$ cat src/evd_pkg.sv
// Constants and types for the exception vector dispatch block.
// Assumes one core clock domain; all users import the whole package.
package evd_pkg;

  // ****************************************************************
  // Interrupt slots and vector indices
  // ****************************************************************
  localparam int NSLOT  = 19;
  localparam int SL_CI  = 0;
  localparam int SL_MC  = 1;
  localparam int SL_EXT = 4;
  localparam int SL_PRG = 6;
  localparam int SL_DEC = 10;
  localparam int SL_FIT = 11;
  localparam int SL_WD  = 12;
  localparam int SL_DBG = 15;
  // Architected vector offset register index of each slot
  localparam logic [5:0] VIDX [NSLOT] = '{6'h00, 6'h01, 6'h02, 6'h03, 6'h04,
    6'h05, 6'h06, 6'h07, 6'h08, 6'h09, 6'h0a, 6'h0b, 6'h0c, 6'h0d, 6'h0e,
    6'h0f, 6'h20, 6'h21, 6'h22};
  // Highest priority first
  localparam logic [4:0] PRIO [NSLOT] = '{5'h01, 5'h00, 5'h0c, 5'h0f,
    5'h03, 5'h0e, 5'h02, 5'h0d, 5'h05, 5'h06, 5'h07, 5'h08, 5'h09, 5'h10,
    5'h11, 5'h12, 5'h04, 5'h0b, 5'h0a};

  // ****************************************************************
  // Machine state fields and reset values
  // ****************************************************************
  localparam int MS_DS  = 4;
  localparam int MS_IS  = 5;
  localparam int MS_FE1 = 8;
  localparam int MS_DE  = 9;
  localparam int MS_FE0 = 11;
  localparam int MS_ME  = 12;
  localparam int MS_FP  = 13;
  localparam int MS_PR  = 14;
  localparam int MS_EE  = 15;
  localparam int MS_CE  = 17;
  localparam int MS_WE  = 18;
  localparam int MS_SPE = 25;
  localparam logic [31:0] MS_RESET = 32'h0000_0000;
  localparam logic [15:0] PREFIX_RESET = 16'h0000;
  localparam logic [11:0] VO_RESET = 12'h000;

  // ****************************************************************
  // Syndrome fields and per-slot masks
  // ****************************************************************
  localparam int SY_ST = 0;
  localparam int SY_FP = 1;
  localparam int SY_AP = 2;
  localparam int SY_BO = 4;
  localparam logic [7:0] SY_RESET = 8'h00;
  localparam logic [7:0] SY_ALLOW [NSLOT] = '{8'h00, 8'h00, 8'h1f, 8'h10,
    8'h00, 8'h0f, 8'he6, 8'h00, 8'h00, 8'h00, 8'h00, 8'h00, 8'h00, 8'h0f,
    8'h00, 8'h00, 8'h00, 8'h00, 8'h00};
  localparam logic [7:0] SY_FORCE_ISI = 8'h10;
  localparam int SL_ISI = 3;

  // Debug event bits
  localparam logic [7:0] DBS_RESET = 8'h00;

  // ****************************************************************
  // Types
  // ****************************************************************
  typedef struct packed {
    logic crit;
    logic async;
    logic sprec;
    logic simpr;
  } evd_class_type;

  typedef enum logic [1:0] {
    ST_IDLE   = 2'b01,
    ST_SETTLE = 2'b10
  } evd_state_type;

endpackage

$ cat src/evd_core.sv
// Exception vector dispatch: gating, priority, save state, vectoring.
// Assumes requests other than the critical pin come from core-clock logic.
`timescale 1ns/1ps

module evd_core
  import evd_pkg::*;
(
  input  wire logic                 clock_i,
  input  wire logic                 nrst_i,
  input  wire logic                 ce_i,
  input  wire logic                 crit_in_i,
  input  wire logic [NSLOT-1:0]     exc_req_i,
  input  wire logic                 fp_enabled_exc_i,
  input  wire logic                 decrementer_int_enable_i,
  input  wire logic                 fixed_interval_int_enable_i,
  input  wire logic                 watchdog_int_enable_i,
  input  wire logic                 internal_debug_mode_i,
  input  wire logic [7:0]           dbg_evt_i,
  input  wire logic [7:0]           dbg_clr_i,
  input  wire logic [7:0]           syndrome_i,
  input  wire logic [31:0]          next_pc_i,
  input  wire logic [31:0]          fault_pc_i,
  input  wire logic                 ms_we_i,
  input  wire logic [31:0]          ms_wdata_i,
  input  wire logic                 prefix_we_i,
  input  wire logic [15:0]          prefix_i,
  input  wire logic                 vo_we_i,
  input  wire logic [5:0]           vo_idx_i,
  input  wire logic [11:0]          vo_data_i,
  input  wire logic                 rfi_i,
  input  wire logic                 rfci_i,
  output logic                      take_o,
  output logic [4:0]                take_slot_o,
  output evd_class_type             class_o,
  output logic                      fetch_valid_o,
  output logic [31:0]               fetch_addr_o,
  output logic [31:0]               machine_state_o,
  output logic [31:0]               save_pc_o,
  output logic [31:0]               save_state_o,
  output logic [31:0]               crit_save_pc_o,
  output logic [31:0]               crit_save_state_o,
  output logic [7:0]                syndrome_o,
  output logic [7:0]                debug_status_o,
  output logic [1:0]                fp_prec_o
);

  // ****************************************************************
  // Functions
  // ****************************************************************

  // Pick the highest-priority enabled slot; scanned high to low so the last match, the first entry, wins
  function automatic logic [4:0] pick_fn(input logic [NSLOT-1:0] en);
    logic [4:0] sel;
    sel = 5'h00;
    for (int i = NSLOT - 1; i >= 0; i--) begin
      if (en[PRIO[i]]) begin
        sel = PRIO[i];
      end
    end
    return sel;
  endfunction

  // Critical class: critical input, machine check, watchdog, debug
  function automatic logic crit_fn(input logic [4:0] s);
    return (s == 5'(SL_CI)) || (s == 5'(SL_MC)) || (s == 5'(SL_WD))
        || (s == 5'(SL_DBG));
  endfunction

  // Asynchronous class: pin and timer driven types
  function automatic logic async_fn(input logic [4:0] s);
    return (s == 5'(SL_CI)) || (s == 5'(SL_EXT)) || (s == 5'(SL_DEC))
        || (s == 5'(SL_FIT)) || (s == 5'(SL_WD));
  endfunction

  // New machine state on taking slot s
  function automatic logic [31:0] ms_fn(input logic [31:0] ms, input logic [4:0] s);
    logic [31:0] clr;
    clr = '0;
    clr[MS_SPE] = 1'b1;
    clr[MS_WE]  = 1'b1;
    clr[MS_EE]  = 1'b1;
    clr[MS_PR]  = 1'b1;
    clr[MS_FP]  = 1'b1;
    clr[MS_FE0] = 1'b1;
    clr[MS_FE1] = 1'b1;
    clr[MS_IS]  = 1'b1;
    clr[MS_DS]  = 1'b1;
    if (crit_fn(s)) begin
      clr[MS_CE] = 1'b1;
      clr[MS_DE] = 1'b1;
    end
    if (s == 5'(SL_MC)) begin
      clr[MS_ME] = 1'b1;
    end
    if (s == 5'(SL_CI)) begin
      clr = ~(32'h1 << MS_ME);
    end
    return ms & ~clr;
  endfunction

  // ****************************************************************
  // State
  // ****************************************************************
  evd_state_type state_q;
  logic          ci_s1_q;
  logic          ci_s2_q;
  logic          ci_latch_q;
  logic [11:0]   vo_q [NSLOT];
  logic [15:0]   prefix_q;
  logic [31:0]   ms_q;
  logic [7:0]    dbs_q;
  logic [4:0]    slot_q;
  logic          take_q;
  logic          fv_q;
  logic [31:0]   fa_q;
  logic [31:0]   spc_q;
  logic [31:0]   sst_q;
  logic [31:0]   cpc_q;
  logic [31:0]   cst_q;
  logic [7:0]    syn_q;
  evd_class_type cls_q;

  // ****************************************************************
  // Gating and selection
  // ****************************************************************

  // Mode bits and derived qualifiers
  wire logic            ce_w     = ms_q[MS_CE];
  wire logic            ee_w     = ms_q[MS_EE];
  wire logic            dbg_ok_w = ms_q[MS_DE] & internal_debug_mode_i;
  wire logic [1:0]      fpm_w    = {ms_q[MS_FE0], ms_q[MS_FE1]};
  wire logic            ci_w     = ((ci_s2_q & ce_w) | ci_latch_q) & ce_w;
  wire logic            fpx_w    = fp_enabled_exc_i & (fpm_w != 2'b00);
  wire logic [NSLOT-1:0] en_w;
  wire logic            any_w    = |en_w;
  wire logic [4:0]      sel_w    = pick_fn(en_w);
  wire logic            go_w     = (state_q == ST_IDLE) & any_w;
  wire logic            rfi_go_w = (state_q == ST_IDLE) & ~any_w & rfi_i;
  wire logic            rfci_go_w = (state_q == ST_IDLE) & ~any_w & ~rfi_i & rfci_i;
  wire logic [31:0]     pc_w     = async_fn(sel_w) ? next_pc_i : fault_pc_i;
  wire logic [7:0]      sy_w     = (syndrome_i & SY_ALLOW[sel_w])
                                 | ((sel_w == 5'(SL_ISI)) ? SY_FORCE_ISI : 8'h00);
  wire logic [7:0]      syx_w    = sy_w & ~(sy_w[SY_FP] ? (8'h1 << SY_AP) : 8'h00);
  wire logic [7:0]      dbs_d    = (dbs_q & ~dbg_clr_i) | (dbg_evt_i & {8{dbg_ok_w}});

  // Per-type enables; unlisted types are unmaskable here
  assign en_w = {exc_req_i[NSLOT-1:SL_DBG+1],
                 (|dbs_q) & dbg_ok_w,
                 exc_req_i[SL_DBG-1:SL_WD+1],
                 exc_req_i[SL_WD] & ce_w & watchdog_int_enable_i,
                 exc_req_i[SL_FIT] & ee_w & fixed_interval_int_enable_i,
                 exc_req_i[SL_DEC] & ee_w & decrementer_int_enable_i,
                 exc_req_i[SL_DEC-1:SL_PRG+1],
                 exc_req_i[SL_PRG] | fpx_w,
                 exc_req_i[SL_PRG-1:SL_EXT+1],
                 exc_req_i[SL_EXT] & ee_w,
                 exc_req_i[SL_EXT-1:SL_MC+1],
                 exc_req_i[SL_MC] & ms_q[MS_ME],
                 ci_w};

  // Outputs straight from registers
  assign take_o            = take_q;
  assign take_slot_o       = slot_q;
  assign class_o           = cls_q;
  assign fetch_valid_o     = fv_q;
  assign fetch_addr_o      = fa_q;
  assign machine_state_o   = ms_q;
  assign save_pc_o         = spc_q;
  assign save_state_o      = sst_q;
  assign crit_save_pc_o    = cpc_q;
  assign crit_save_state_o = cst_q;
  assign syndrome_o        = syn_q;
  assign debug_status_o    = dbs_q;
  assign fp_prec_o         = fpm_w; // 00 off, 01/10 imprecise, 11 precise

  // ****************************************************************
  // Pin synchroniser and critical input latch
  // ****************************************************************

  // The pin is asynchronous; only the second stage feeds logic. assumed held.
  always_ff @(posedge clock_i or negedge nrst_i) begin
    if (!nrst_i) begin
      ci_s1_q    <= 1'b0;
      ci_s2_q    <= 1'b0;
      ci_latch_q <= 1'b0;
    end else if (ce_i) begin
      ci_s1_q    <= crit_in_i;
      ci_s2_q    <= ci_s1_q;
      // The synced pin still reads high on the take cycle. That is the same request,
      // so the take clears the latch. Otherwise a later enable would dispatch it twice.
      ci_latch_q <= ((ci_s2_q & ce_w) | ci_latch_q)
                    & ~(go_w & sel_w == 5'(SL_CI));
    end
  end

  // ****************************************************************
  // Software-written vector registers
  // ****************************************************************

  // Writes to unassigned indices are dropped
  always_ff @(posedge clock_i or negedge nrst_i) begin
    if (!nrst_i) begin
      prefix_q <= PREFIX_RESET;
      for (int i = 0; i < NSLOT; i++) vo_q[i] <= VO_RESET;
    end else if (ce_i) begin
      if (prefix_we_i) prefix_q <= prefix_i;
      for (int i = 0; i < NSLOT; i++) begin
        if (vo_we_i && vo_idx_i == VIDX[i]) vo_q[i] <= vo_data_i;
      end
    end
  end

  // ****************************************************************
  // Dispatch state machine
  // ****************************************************************

  // A settle cycle lets the new machine state gate the next decision
  always_ff @(posedge clock_i or negedge nrst_i) begin
    if (!nrst_i) begin
      state_q <= ST_IDLE;
      take_q  <= 1'b0;
      fv_q    <= 1'b0;
      slot_q  <= 5'h00;
    end else if (ce_i) begin
      take_q <= go_w;
      fv_q   <= go_w | rfi_go_w | rfci_go_w;
      case (state_q)
        ST_IDLE: begin
          if (go_w) begin
            state_q <= ST_SETTLE;
            slot_q  <= sel_w;
          end
        end
        ST_SETTLE: state_q <= ST_IDLE;
        default:   state_q <= ST_IDLE;
      endcase
    end
  end

  // ****************************************************************
  // Save registers, machine state, syndrome, fetch address
  // ****************************************************************

  // Taking an interrupt wins over returns and software writes
  always_ff @(posedge clock_i or negedge nrst_i) begin
    if (!nrst_i) begin
      ms_q  <= MS_RESET;
      fa_q  <= '0;
      spc_q <= '0;
      sst_q <= MS_RESET;
      cpc_q <= '0;
      cst_q <= MS_RESET;
      syn_q <= SY_RESET;
      cls_q <= '0;
    end else if (ce_i) begin
      if (go_w) begin
        ms_q  <= ms_fn(ms_q, sel_w);
        fa_q  <= {prefix_q, vo_q[sel_w], 4'h0};
        cls_q <= '{crit:  crit_fn(sel_w),
                   async: async_fn(sel_w),
                   sprec: ~async_fn(sel_w) & (sel_w != 5'(SL_MC))
                          & ~(sel_w == 5'(SL_PRG) & fpx_w & fpm_w != 2'b11),
                   simpr: sel_w == 5'(SL_PRG) & fpx_w & fpm_w != 2'b11};
        if (crit_fn(sel_w)) begin
          cpc_q <= pc_w;
          cst_q <= ms_q;
        end else begin
          spc_q <= pc_w;
          sst_q <= ms_q;
        end
        if (SY_ALLOW[sel_w] != 8'h00) syn_q <= syx_w;
      end else if (rfi_go_w) begin
        ms_q <= sst_q;
        fa_q <= spc_q;
      end else if (rfci_go_w) begin
        ms_q <= cst_q;
        fa_q <= cpc_q;
      end else if (ms_we_i) begin
        ms_q <= ms_wdata_i;
      end
    end
  end

  // Debug status: a new event wins over a clear in the same cycle
  always_ff @(posedge clock_i or negedge nrst_i) begin
    if (!nrst_i) dbs_q <= DBS_RESET;
    else if (ce_i) dbs_q <= dbs_d;
  end

  // Enable history for the checks; a take frozen by a low enable must not count again
  logic ce_past_q;
  always_ff @(posedge clock_i or negedge nrst_i) begin
    if (!nrst_i) ce_past_q <= 1'b0;
    else ce_past_q <= ce_i;
  end

  wire logic tk_w  = take_q & ce_past_q;
  wire logic tci_w = tk_w & (slot_q == 5'(SL_CI));
endmodule // evd_core

$ cat config.mk
export PLATFORM = sky130hd
export DESIGN_NAME = evd_core
export DESIGN_NICKNAME = d
export VERILOG_FILES = /design/src/evd_pkg.sv /design/src/evd_core.sv
export SDC_FILE = /design/constraint.sdc
export NUM_CORES = 1
export LEC_CHECK = 0
export BUFFER_PORTS_ARGS = -buffer_cell sky130_fd_sc_hd__buf_2
export CORE_MARGIN = 2
export CORE_UTILIZATION = 51
export DETAILED_ROUTE_END_ITERATION = 6
export GPL_ROUTABILITY_DRIVEN = 0
export HOLD_SLACK_MARGIN = 0.02
export PLACE_DENSITY = 0.85
export SLEW_MARGIN = 10
export SYNTH_ARGS = -nofsm -noshare
export SYNTH_HDL_FRONTEND = slang
export SYNTH_SLANG_ARGS = --single-unit
$ cat constraint.sdc
create_clock -name clock_i -period 3.4 [get_ports clock_i]
set_input_delay 0.34 -clock clock_i [delete_from_list [all_inputs] [get_ports clock_i]]
set_output_delay 0.34 -clock clock_i [all_outputs]
set_load 0.01 [all_outputs]
==> results of run 1 <==
-- layer usage --
layer / global-route usage, % / part of all wire, %
met5: 0 / 0.095
met2: 50.0 / 47
met3: 6.63 / 8.5
met1: 35.9 / 36
met4: 22.2 / 8.1
-- power by group through the flow --
stage	combinational (W)	sequential [W]	clock [W]
floorplan	0.00430	0.00863	0
global placement	0.00794	0.00827	0
detailed placement	0.00821	0.00838	0
CTS	0.00832	0.00830	0.00540
global route	0.00902	0.00851	0.00563
finish	0.00849	0.00839	0.00537
-- tightest hold or removal path, cell delays in order --
cell	delay, ns
sky130_fd_sc_hd__buf_2	0.10
sky130_fd_sc_hd__nand2_1	0.05
sky130_fd_sc_hd__a22o_1	0.11
-- area by class of cell --
class | count | area, µm² | area share, %
well taps | 539 | 674 | 2.54
multi-input cells | 1291 | 9350 | 35.2
repair buffers | 512 | 3130 | 11.8
flip-flops and latches | 468 | 11700 | 44.2
clock buffers | 72 | 1410 | 5.32
diodes | 7 | 17.5 | 0.0660
inverters | 12 | 45.0 | 0.170
clock inverters | 15 | 186 | 0.703
-- state kept, by name (all words and copies together) (netlist names) --
register and flops:
ci_latch_q 1, debug_status_o 8, take_o 1, save_state_o 32, class_o 4, crit_save_pc_o 32
vo_q 228, prefix_q 16, save_pc_o 32, ci_s1_q 1, take_slot_o 5, ci_s2_q 1
machine_state_o 32, fetch_addr_o 32, fetch_valid_o 1, crit_save_state_o 32, state_q 2, syndrome_o 8
-- how the worst max path moves through the flow --
stage | endpoint | slack, ns
2_1_floorplan | syndrome_o[4] | -0.02
3_3_place_gp | save_pc_o[1] | 0.11
3_5_place_dp | save_pc_o[1] | 0.01
4_1_cts | crit_save_pc_o[1] | 0.06
5_1_grt | crit_save_pc_o[0] | 0.03
6_report | save_pc_o[2] | 0.10
-- stage by stage --
stage	std cells	worst slack [ns]	hold slack (ns)	total power [W]
2_1_floorplan	1923	-0.0212	0.0444	0.0129
3_5_place_dp	2786	0.0115	0.419	0.0166
3_3_place_gp	2786	0.106	0.406	0.0162
4_1_cts	2906	0.0639	0.0238	0.0220
6_report	2916	0.103	0.0423	0.0222
5_1_grt	2914	0.0281	0.0617	0.0232
-- cell families after synthesis --
group | synth area share [%]
buffers and inverters | 3.39
adder cells (fa/ha/maj) | 0.230
flip-flops | 53.9
AO/OA/AOI/OAI | 12.3
XOR/XNOR | 0.0403
multiplexers | 21.0
AND/OR/NAND/NOR | 9.13
-- timing repair --
item / 4_1_cts / 5_1_grt
hold buffers: 33 / 0
gates resized for setup: 0 / 5
setup endpoints to repair: 0 / 27
setup buffers: 0 / 3
endpoints found under the hold margin: 112 / 0
-- cells in the final DEF, fill, tap and decap left out, types with 8 or more instances in the layout --
master,n
sky130_fd_sc_hd__dlygate4sd3_1,33
sky130_fd_sc_hd__a221oi_1,11
sky130_fd_sc_hd__dfrtp_1,467
sky130_fd_sc_hd__nand3_1,20
sky130_fd_sc_hd__nor2_1,128
sky130_fd_sc_hd__a31oi_1,22
sky130_fd_sc_hd__o21ai_0,40
sky130_fd_sc_hd__nor3_1,42
sky130_fd_sc_hd__inv_1,11
sky130_fd_sc_hd__nand2_1,238
sky130_fd_sc_hd__mux2i_1,91
sky130_fd_sc_hd__nor2b_1,9
sky130_fd_sc_hd__buf_12,16
sky130_fd_sc_hd__a211oi_1,34
sky130_fd_sc_hd__a21oi_1,185
sky130_fd_sc_hd__o211ai_1,12
sky130_fd_sc_hd__a221o_1,12
sky130_fd_sc_hd__clkbuf_16,48
sky130_fd_sc_hd__a22o_1,47
sky130_fd_sc_hd__buf_4,56
sky130_fd_sc_hd__buf_2,404
sky130_fd_sc_hd__a22oi_1,8
sky130_fd_sc_hd__mux2_2,281
sky130_fd_sc_hd__mux2_4,32
sky130_fd_sc_hd__clkbuf_8,12
sky130_fd_sc_hd__clkbuf_1,12
==> impl_summary.txt, run 1 <==
----------------------------------------------------
[Status]
  Outcome ... finished with violations
  Failing checks ... DRC

[Synthesis]
  Number of storage elements in the synthesis netlist ... about 470
  Top cells by count, synth ... sky130_fd_sc_hd__dfrtp_1, sky130_fd_sc_hd__mux2_2, sky130_fd_sc_hd__nand2_1, sky130_fd_sc_hd__a21oi_1, sky130_fd_sc_hd__nor2_1
  Distinct cells, synth ... 66
  Post-synthesis average cell area ... roughly 11 µm²
  Most used standard cell by instance count after synthesis ... sky130_fd_sc_hd__dfrtp_1
  Most frequently used flop master after synthesis ... sky130_fd_sc_hd__dfrtp_1
  Part of the Yosys area used for sequential elements ... between 50% and 60%
  Synth Warn # ... 0
  Post-synth top area share ... between 50 and 60%
  Post-synth EDFFs ... 0
  Net Count, Synth ... around 2100
  Number of standard cells after synthesis ... 1923
  Fraction of registers with async set/reset ... 100%
  Leading cell types by total area after synthesis ... sky130_fd_sc_hd__dfrtp_1, sky130_fd_sc_hd__mux2_2, sky130_fd_sc_hd__a21oi_1, sky130_fd_sc_hd__mux2i_1, sky130_fd_sc_hd__nand2_1
  Synthesized cell area ... approximately 22000 µm²
  Post-synthesis cell type with the largest combined area ... sky130_fd_sc_hd__dfrtp_1

[Finish]
  Filler cell count in the final layout ... around 3000
  Layout area overhead ... 22.1%
  Final net count ... 2524
  Layout cells sized above 1 ... between 30% and 40%
  Final instance area ... approximately 27000 µm²
  Layout Utilization ... a little over three fifths

[CTS]
  Clock buffers created by TritonCTS ... 48
  Clock Pin Slew Worst Setup and Hold Paths ... 0.06 ns
  Clock H-tree levels ... 2
  Later-pin clock latency in the skew report ... 0.60 ns
  Clock Tree Buf Depth ... 3
  Clock tree from TritonCTS ... yes
  Clock root buffer ... sky130_fd_sc_hd__clkbuf_16
  CTS sink count ... 468

[Drt]
  Initial detailed-routing violation count ... ~2200
  First-pass iteration count of the detailed router ... 7
  DR WL/cell ... about 24 µm
  Via count ... roughly 18000
  Detailed-route wire length ... 69.6 mm
  Routed Antenna Nets ... 0
  Post-route DRC ... 9
  Vias per Instance ... 6.22

[Floorplanning]
  Area of the core ... 42000 µm²
  Die outline width ... about 210 µm
  Starting utilization of the core area ... 51.7%
  Number of placed I/O pins ... around 410
  Die Height ... between 200 and 250 µm
  Floorplan die area ... approximately 44000 µm²
  Row count ... 75

[STA]
  Final critical-path share of the clock period ... 97.0%
  Total negative slack ... 0 ns
  Worst Max-Slew Pin Slew ... 1.07 ns
  Final worst path period need ... 3.30 ns
  Max-slew headroom ... between 20% and 30%
  Final setup violation count ... 0
  Setup repair after global routing missed its margin ... no
  Fmax ... 303 MHz
  Clk_skew ... a little under 0.02 ns
  Final hold violation count ... 0
  Final Max Slew Viols ... 0

[Critical path]
  Arr. time, crit path ... about 3.8 ns
  Critical path's largest stage delay ... 0.45 ns
  Path depth of the worst reg2reg path ... 11
  Slowest cell on the critical path ... sky130_fd_sc_hd__nor4_1
  Launching point of the worst reg2reg path ... debug_status_o[5]
  Category of the critical setup timing path ... reg2reg
  Crit path max fanout ... 26
  Startpoint Class ... flip-flop
  Reg-to-reg endpoint ... save_pc_o[2]
  Worst setup path startpoint ... debug_status_o[5]
  Data required time of the worst path ... slightly below 4 ns
  Critical Path End Type ... flip-flop
  Dominant delay contributor by cell family on the critical path ... compound AO/OA/AOI/OAI gates
  Logic depth of the worst setup path including buffers ... 11
  Buffering stage count on the worst path with inverters included ... 2
  Critical path, cell by cell ... nor4_1, a21oi_2, o31a_1, a31o_2, inv_1, ha_1, nor2_1, a211oi_4, buf_12, mux2i_1, a21oi_1
  R2R setup slack ... approximately 0.10 ns

[Power and ir drop]
  Net switching power ... around 0.0086 W
  Share of total power in sequential cells ... between 30% and 40%
  Areal power density over the cells ... 839 nW/µm²
  Relative contribution of combinational cells to total power ... 38.2%
  Max rail drop VDD ... around 0.56 mV
  Relative contribution of the clock network to total power ... ~24%
  Switching power share of the total ... approximately 39%
  Cell internal power dissipation ... 0.0136 W
  Leakage power ... ~13 nW

[Placement]
  Placed instance area ... 24500 µm²
  Hpwl dp ... 46.9 mm
  Count of buffers from port buffering ... 405

[Min path]
  Kind of path behind the tightest hold check ... in2reg
  Hold Path Depth ... 3
  WHS Endpoint ... debug_status_o[1]
  Worst min-delay path startpoint ... dbg_clr_i[1]

[GRT]
  Total GRT Usage ... a little under a third
  Largest net degree at the start of global routing ... 90
  Vias in the first global route ... about 18000
  Global-route wire length before repair ... around 100 mm
  Global-route congestion overflow total ... 0
  Number of antenna violations at the first check in global routing ... 12

[Job]
  Max-cap violation count ... 0

----------------------------------------------------
(Power assumes the default switching activity.)
==> inputs of run 2 (changes only) <==
--- a/config.mk
+++ b/config.mk
@@ -5,13 +5,16 @@
 export SDC_FILE = /design/constraint.sdc
 export NUM_CORES = 1
 export LEC_CHECK = 0
+export ABC_CLOCK_PERIOD_IN_PS = 3400
 export BUFFER_PORTS_ARGS = -buffer_cell sky130_fd_sc_hd__buf_2
 export CORE_MARGIN = 2
 export CORE_UTILIZATION = 51
+export CTS_CLUSTER_DIAMETER = 80
 export DETAILED_ROUTE_END_ITERATION = 6
 export GPL_ROUTABILITY_DRIVEN = 0
 export HOLD_SLACK_MARGIN = 0.02
 export PLACE_DENSITY = 0.85
+export RECOVER_POWER = 100
 export SLEW_MARGIN = 10
 export SYNTH_ARGS = -nofsm -noshare
 export SYNTH_HDL_FRONTEND = slang
==> impl_summary.txt, run 2 (same netlist as run 1, synthesis figures left out) <==
----------------------------------------------------
[Status]
  Outcome ... finished with violations
  Failing checks ... capacitance limit, slew limit

[STA]
  Final setup violation count ... 0 (unchanged)
  Final hold violation count ... 0 (unchanged)
  Final critical-path share of the clock period ... 96.8% (-0.12 points)
  Worst hold slack after final layout ... 0.0451 ns (+0.00281 ns)
  Max-slew headroom ... -64.2% (-92 points)
  Final worst path period need ... 3.29 ns (-0.00394 ns)
  Fmax ... 304 MHz (+0.12%)
  Final Max Slew Viols ... 86 (+86)
  Clk_skew ... 0.0248 ns (+0.00539 ns)
  Worst Max-Slew Pin Slew ... 2.46 ns (+1.39 ns)
  Worst path setup slack after routing ... 0.107 ns (+0.00394 ns)
  Total negative slack ... 0 ns (unchanged)
  Setup repair after global routing missed its margin ... no

[Floorplanning]
  Die Height ... 210 µm (unchanged)
  Die outline width ... 210 µm (unchanged)
  Number of placed I/O pins ... 408 (unchanged)
  Starting utilization of the core area ... 51.7% (unchanged)
  Floorplan die area ... 44300 µm² (unchanged)
  Row count ... 75 (unchanged)
  Area of the core ... 42000 µm² (unchanged)

[Finish]
  Most frequent cells in the layout ... sky130_fd_sc_hd__dfrtp_1, sky130_fd_sc_hd__mux2_2, sky130_fd_sc_hd__clkbuf_1, sky130_fd_sc_hd__nand2_1, sky130_fd_sc_hd__a21oi_1
  Max reg flops ... 228 (unchanged)
  Combined area of the multi-input logic cells ... 9210 µm² (-1.5%)
  Register area ... 11700 µm² (unchanged)
  Layout area overhead ... 19.8%
  Final instance area ... 26000 µm² (-1.8%)
  Filler cell count in the final layout ... 3196 (+6.7%)
  Final net count ... 2524 (unchanged)
  Most common cell after layout, fill and taps aside ... sky130_fd_sc_hd__dfrtp_1
  Layout cells sized above 1 ... 26.6% (-11 points)
  Register with the highest flop count ... vo_q

[Power and ir drop]
  Switching power share of the total ... 39.6% (+0.90 points)
  Max rail drop VDD ... 0.551 mV (-1.3%)
  Leakage power ... 12.1 nW (-5.9%)
  Areal power density over the cells ... 833 nW/µm² (-0.68%)
  Power consumption ... 0.0217 W (-2.5%)
  Share of total power in sequential cells ... 38.7% (+1.0 points)
  Net switching power ... 0.00859 W (-0.26%)
  Cell internal power dissipation ... 0.0131 W (-3.9%)
  Relative contribution of the clock network to total power ... 24.7% (+0.6 points)
  Relative contribution of combinational cells to total power ... 36.5% (-1.7 points)

[Drt]
  Via count ... 18100 (-0.41%)
  Routed Antenna Nets ... 0 (unchanged)
  Initial detailed-routing violation count ... 2029 (-7.0%)
  Vias per Instance ... 6.20 (-0.41%)
  DR WL/cell ... 23.8 µm (-0.20%)
  First-pass iteration count of the detailed router ... 6 (-1)
  Detailed-route wire length ... 69.4 mm (-0.20%)
  Post-route DRC ... 0 (-9)

[Critical path]
  R2R setup slack ... 0.11 ns (about the same)
  Arr. time, crit path ... 3.74 ns (about the same)
  Crit path max fanout ... 26 (unchanged)
  Reg-to-reg endpoint ... crit_save_pc_o[0]
  Startpoint Class ... flip-flop
  Data required time of the worst path ... 3.85 ns (about the same)
  Worst setup path startpoint ... debug_status_o[5]
  Path depth of the worst reg2reg path ... 11 (unchanged)
  Category of the critical setup timing path ... reg2reg
  Critical path's largest stage delay ... 0.45 ns (about the same)
  Critical Path End Type ... flip-flop
  Launching point of the worst reg2reg path ... debug_status_o[5]
  Slowest cell on the critical path ... sky130_fd_sc_hd__nor4_1
  Critical path, cell by cell ... nor4_1, a21oi_2, o31a_1, a31o_2, inv_1, ha_1, nor2_1, a211oi_4, buf_12, mux2i_1, a21oi_1
  End point of the critical path ... crit_save_pc_o[0]

[CTS]
  Clock Tree Buf Depth ... 3 (unchanged)
  Clock tree from TritonCTS ... yes
  CTS sink count ... 468 (unchanged)
  Clock buffers created by TritonCTS ... 48 (unchanged)
  Clock Pin Slew Worst Setup and Hold Paths ... 0.06 ns (about the same)
  Later-pin clock latency in the skew report ... 0.60 ns (about the same)
  Clock root buffer ... sky130_fd_sc_hd__clkbuf_16
  Clock H-tree levels ... 2 (unchanged)

[Placement]
  Count of buffers from port buffering ... 405 (unchanged)
  Placed instance area ... 24500 µm² (unchanged)
  Hpwl dp ... 46.9 mm (unchanged)
  Worst slack, placed ... 0.0115 ns (unchanged)

[GRT]
  GR Util met1 ... 35.9% (unchanged)
  Largest net degree at the start of global routing ... 90 (unchanged)
  Global-route congestion overflow total ... 0 (unchanged)
  Met3 usage in global routing ... 6.63% (unchanged)
  Total GRT Usage ... 30.6% (unchanged)
  Most congested layer reported by global routing ... met2
  Met2 track demand over resource ... 50.0% (unchanged)
  Global-route wire length before repair ... 105 mm (unchanged)
  Vias in the first global route ... 18100 (unchanged)
  Number of antenna violations at the first check in global routing ... 12 (unchanged)

[Min path]
  Kind of path behind the tightest hold check ... in2reg

[Job]
  Max-cap violation count ... 1 (+1)

----------------------------------------------------
## run 2: cell types whose count changed in the layout (fill, tap and decap cells not counted), moves of 2 or more
cell,before,now
sky130_fd_sc_hd__mux2_4,32,4
sky130_fd_sc_hd__buf_12,16,14
sky130_fd_sc_hd__clkbuf_4,0,3
sky130_fd_sc_hd__buf_4,56,38
sky130_fd_sc_hd__buf_6,2,4
sky130_fd_sc_hd__mux2_1,0,29
sky130_fd_sc_hd__buf_2,404,181
sky130_fd_sc_hd__clkbuf_2,0,11
sky130_fd_sc_hd__clkbuf_1,12,240
## run 2: stage by stage
step / utilization (%) / cells
detailed placement: 58.4 / 2786
global route: 61.9 / 2914
floorplan: - / 1923
finish: 61.9 / 2916
CTS: 63.0 / 2906
global placement: 58.4 / 2786
## run 2: worst min-delay path by stage
| stage | startpoint | to | slack (ns) | depth (start not counted) |
|---|---|---|---|---|
| 2_1_floorplan | nrst_i | ci_latch_q | 0.04 | 0 |
| 3_3_place_gp | nrst_i | crit_save_state_o[10] | 0.41 | 1 |
| 3_5_place_dp | nrst_i | crit_save_state_o[3] | 0.42 | 1 |
| 4_1_cts | dbg_clr_i[3] | debug_status_o[3] | 0.02 | 3 |
| 5_1_grt | dbg_clr_i[3] | debug_status_o[3] | 0.06 | 3 |
| 6_report | dbg_clr_i[1] | debug_status_o[1] | 0.05 | 3 |
## run 2: critical path: cells and delay by family (launching register included)
family | cells | cell delay (ns)
DFF | 1 | 0.40
muxes | 1 | 0.40
buffers and inverters | 2 | 0.37
adders and majority gates | 1 | 0.25
and+or+nand+nor | 2 | 0.55
AOI/OAI and AO/OA | 5 | 1.14
## run 2: repair_timing
action,4_1_cts,5_1_grt
setup endpoints to repair,0,27
buffers inserted,0,3
hold buffers,33,0
endpoints found under the hold margin,112,0
gates resized for setup,0,5
## run 2: per-layer routing
layer	wire length (µm)	up-vias
met5	65	-
met4	5730	10
met3	5900	340
met2	32900	1048
met1	24800	8969
li1	-	7702
## run 2: layout make-up
class,count,area share (%)
inverter,12,0.173
clock buffer,72,5.42
multi-input combinational,1291,35.4
tap,539,2.59
antenna,7,0.0673
sequential,468,45.0
timing repair buffer,512,10.7
clock inverter,15,0.716
## run 2: power groups by stage
stage | Sequential, W | Clock (W) | Combinational [W]
after floorplan | 0.00863 | 0 | 0.00430
after global placement | 0.00827 | 0 | 0.00794
after detailed placement | 0.00838 | 0 | 0.00821
after CTS | 0.00830 | 0.00540 | 0.00832
after global routing | 0.00854 | 0.00563 | 0.00846
final | 0.00840 | 0.00536 | 0.00792
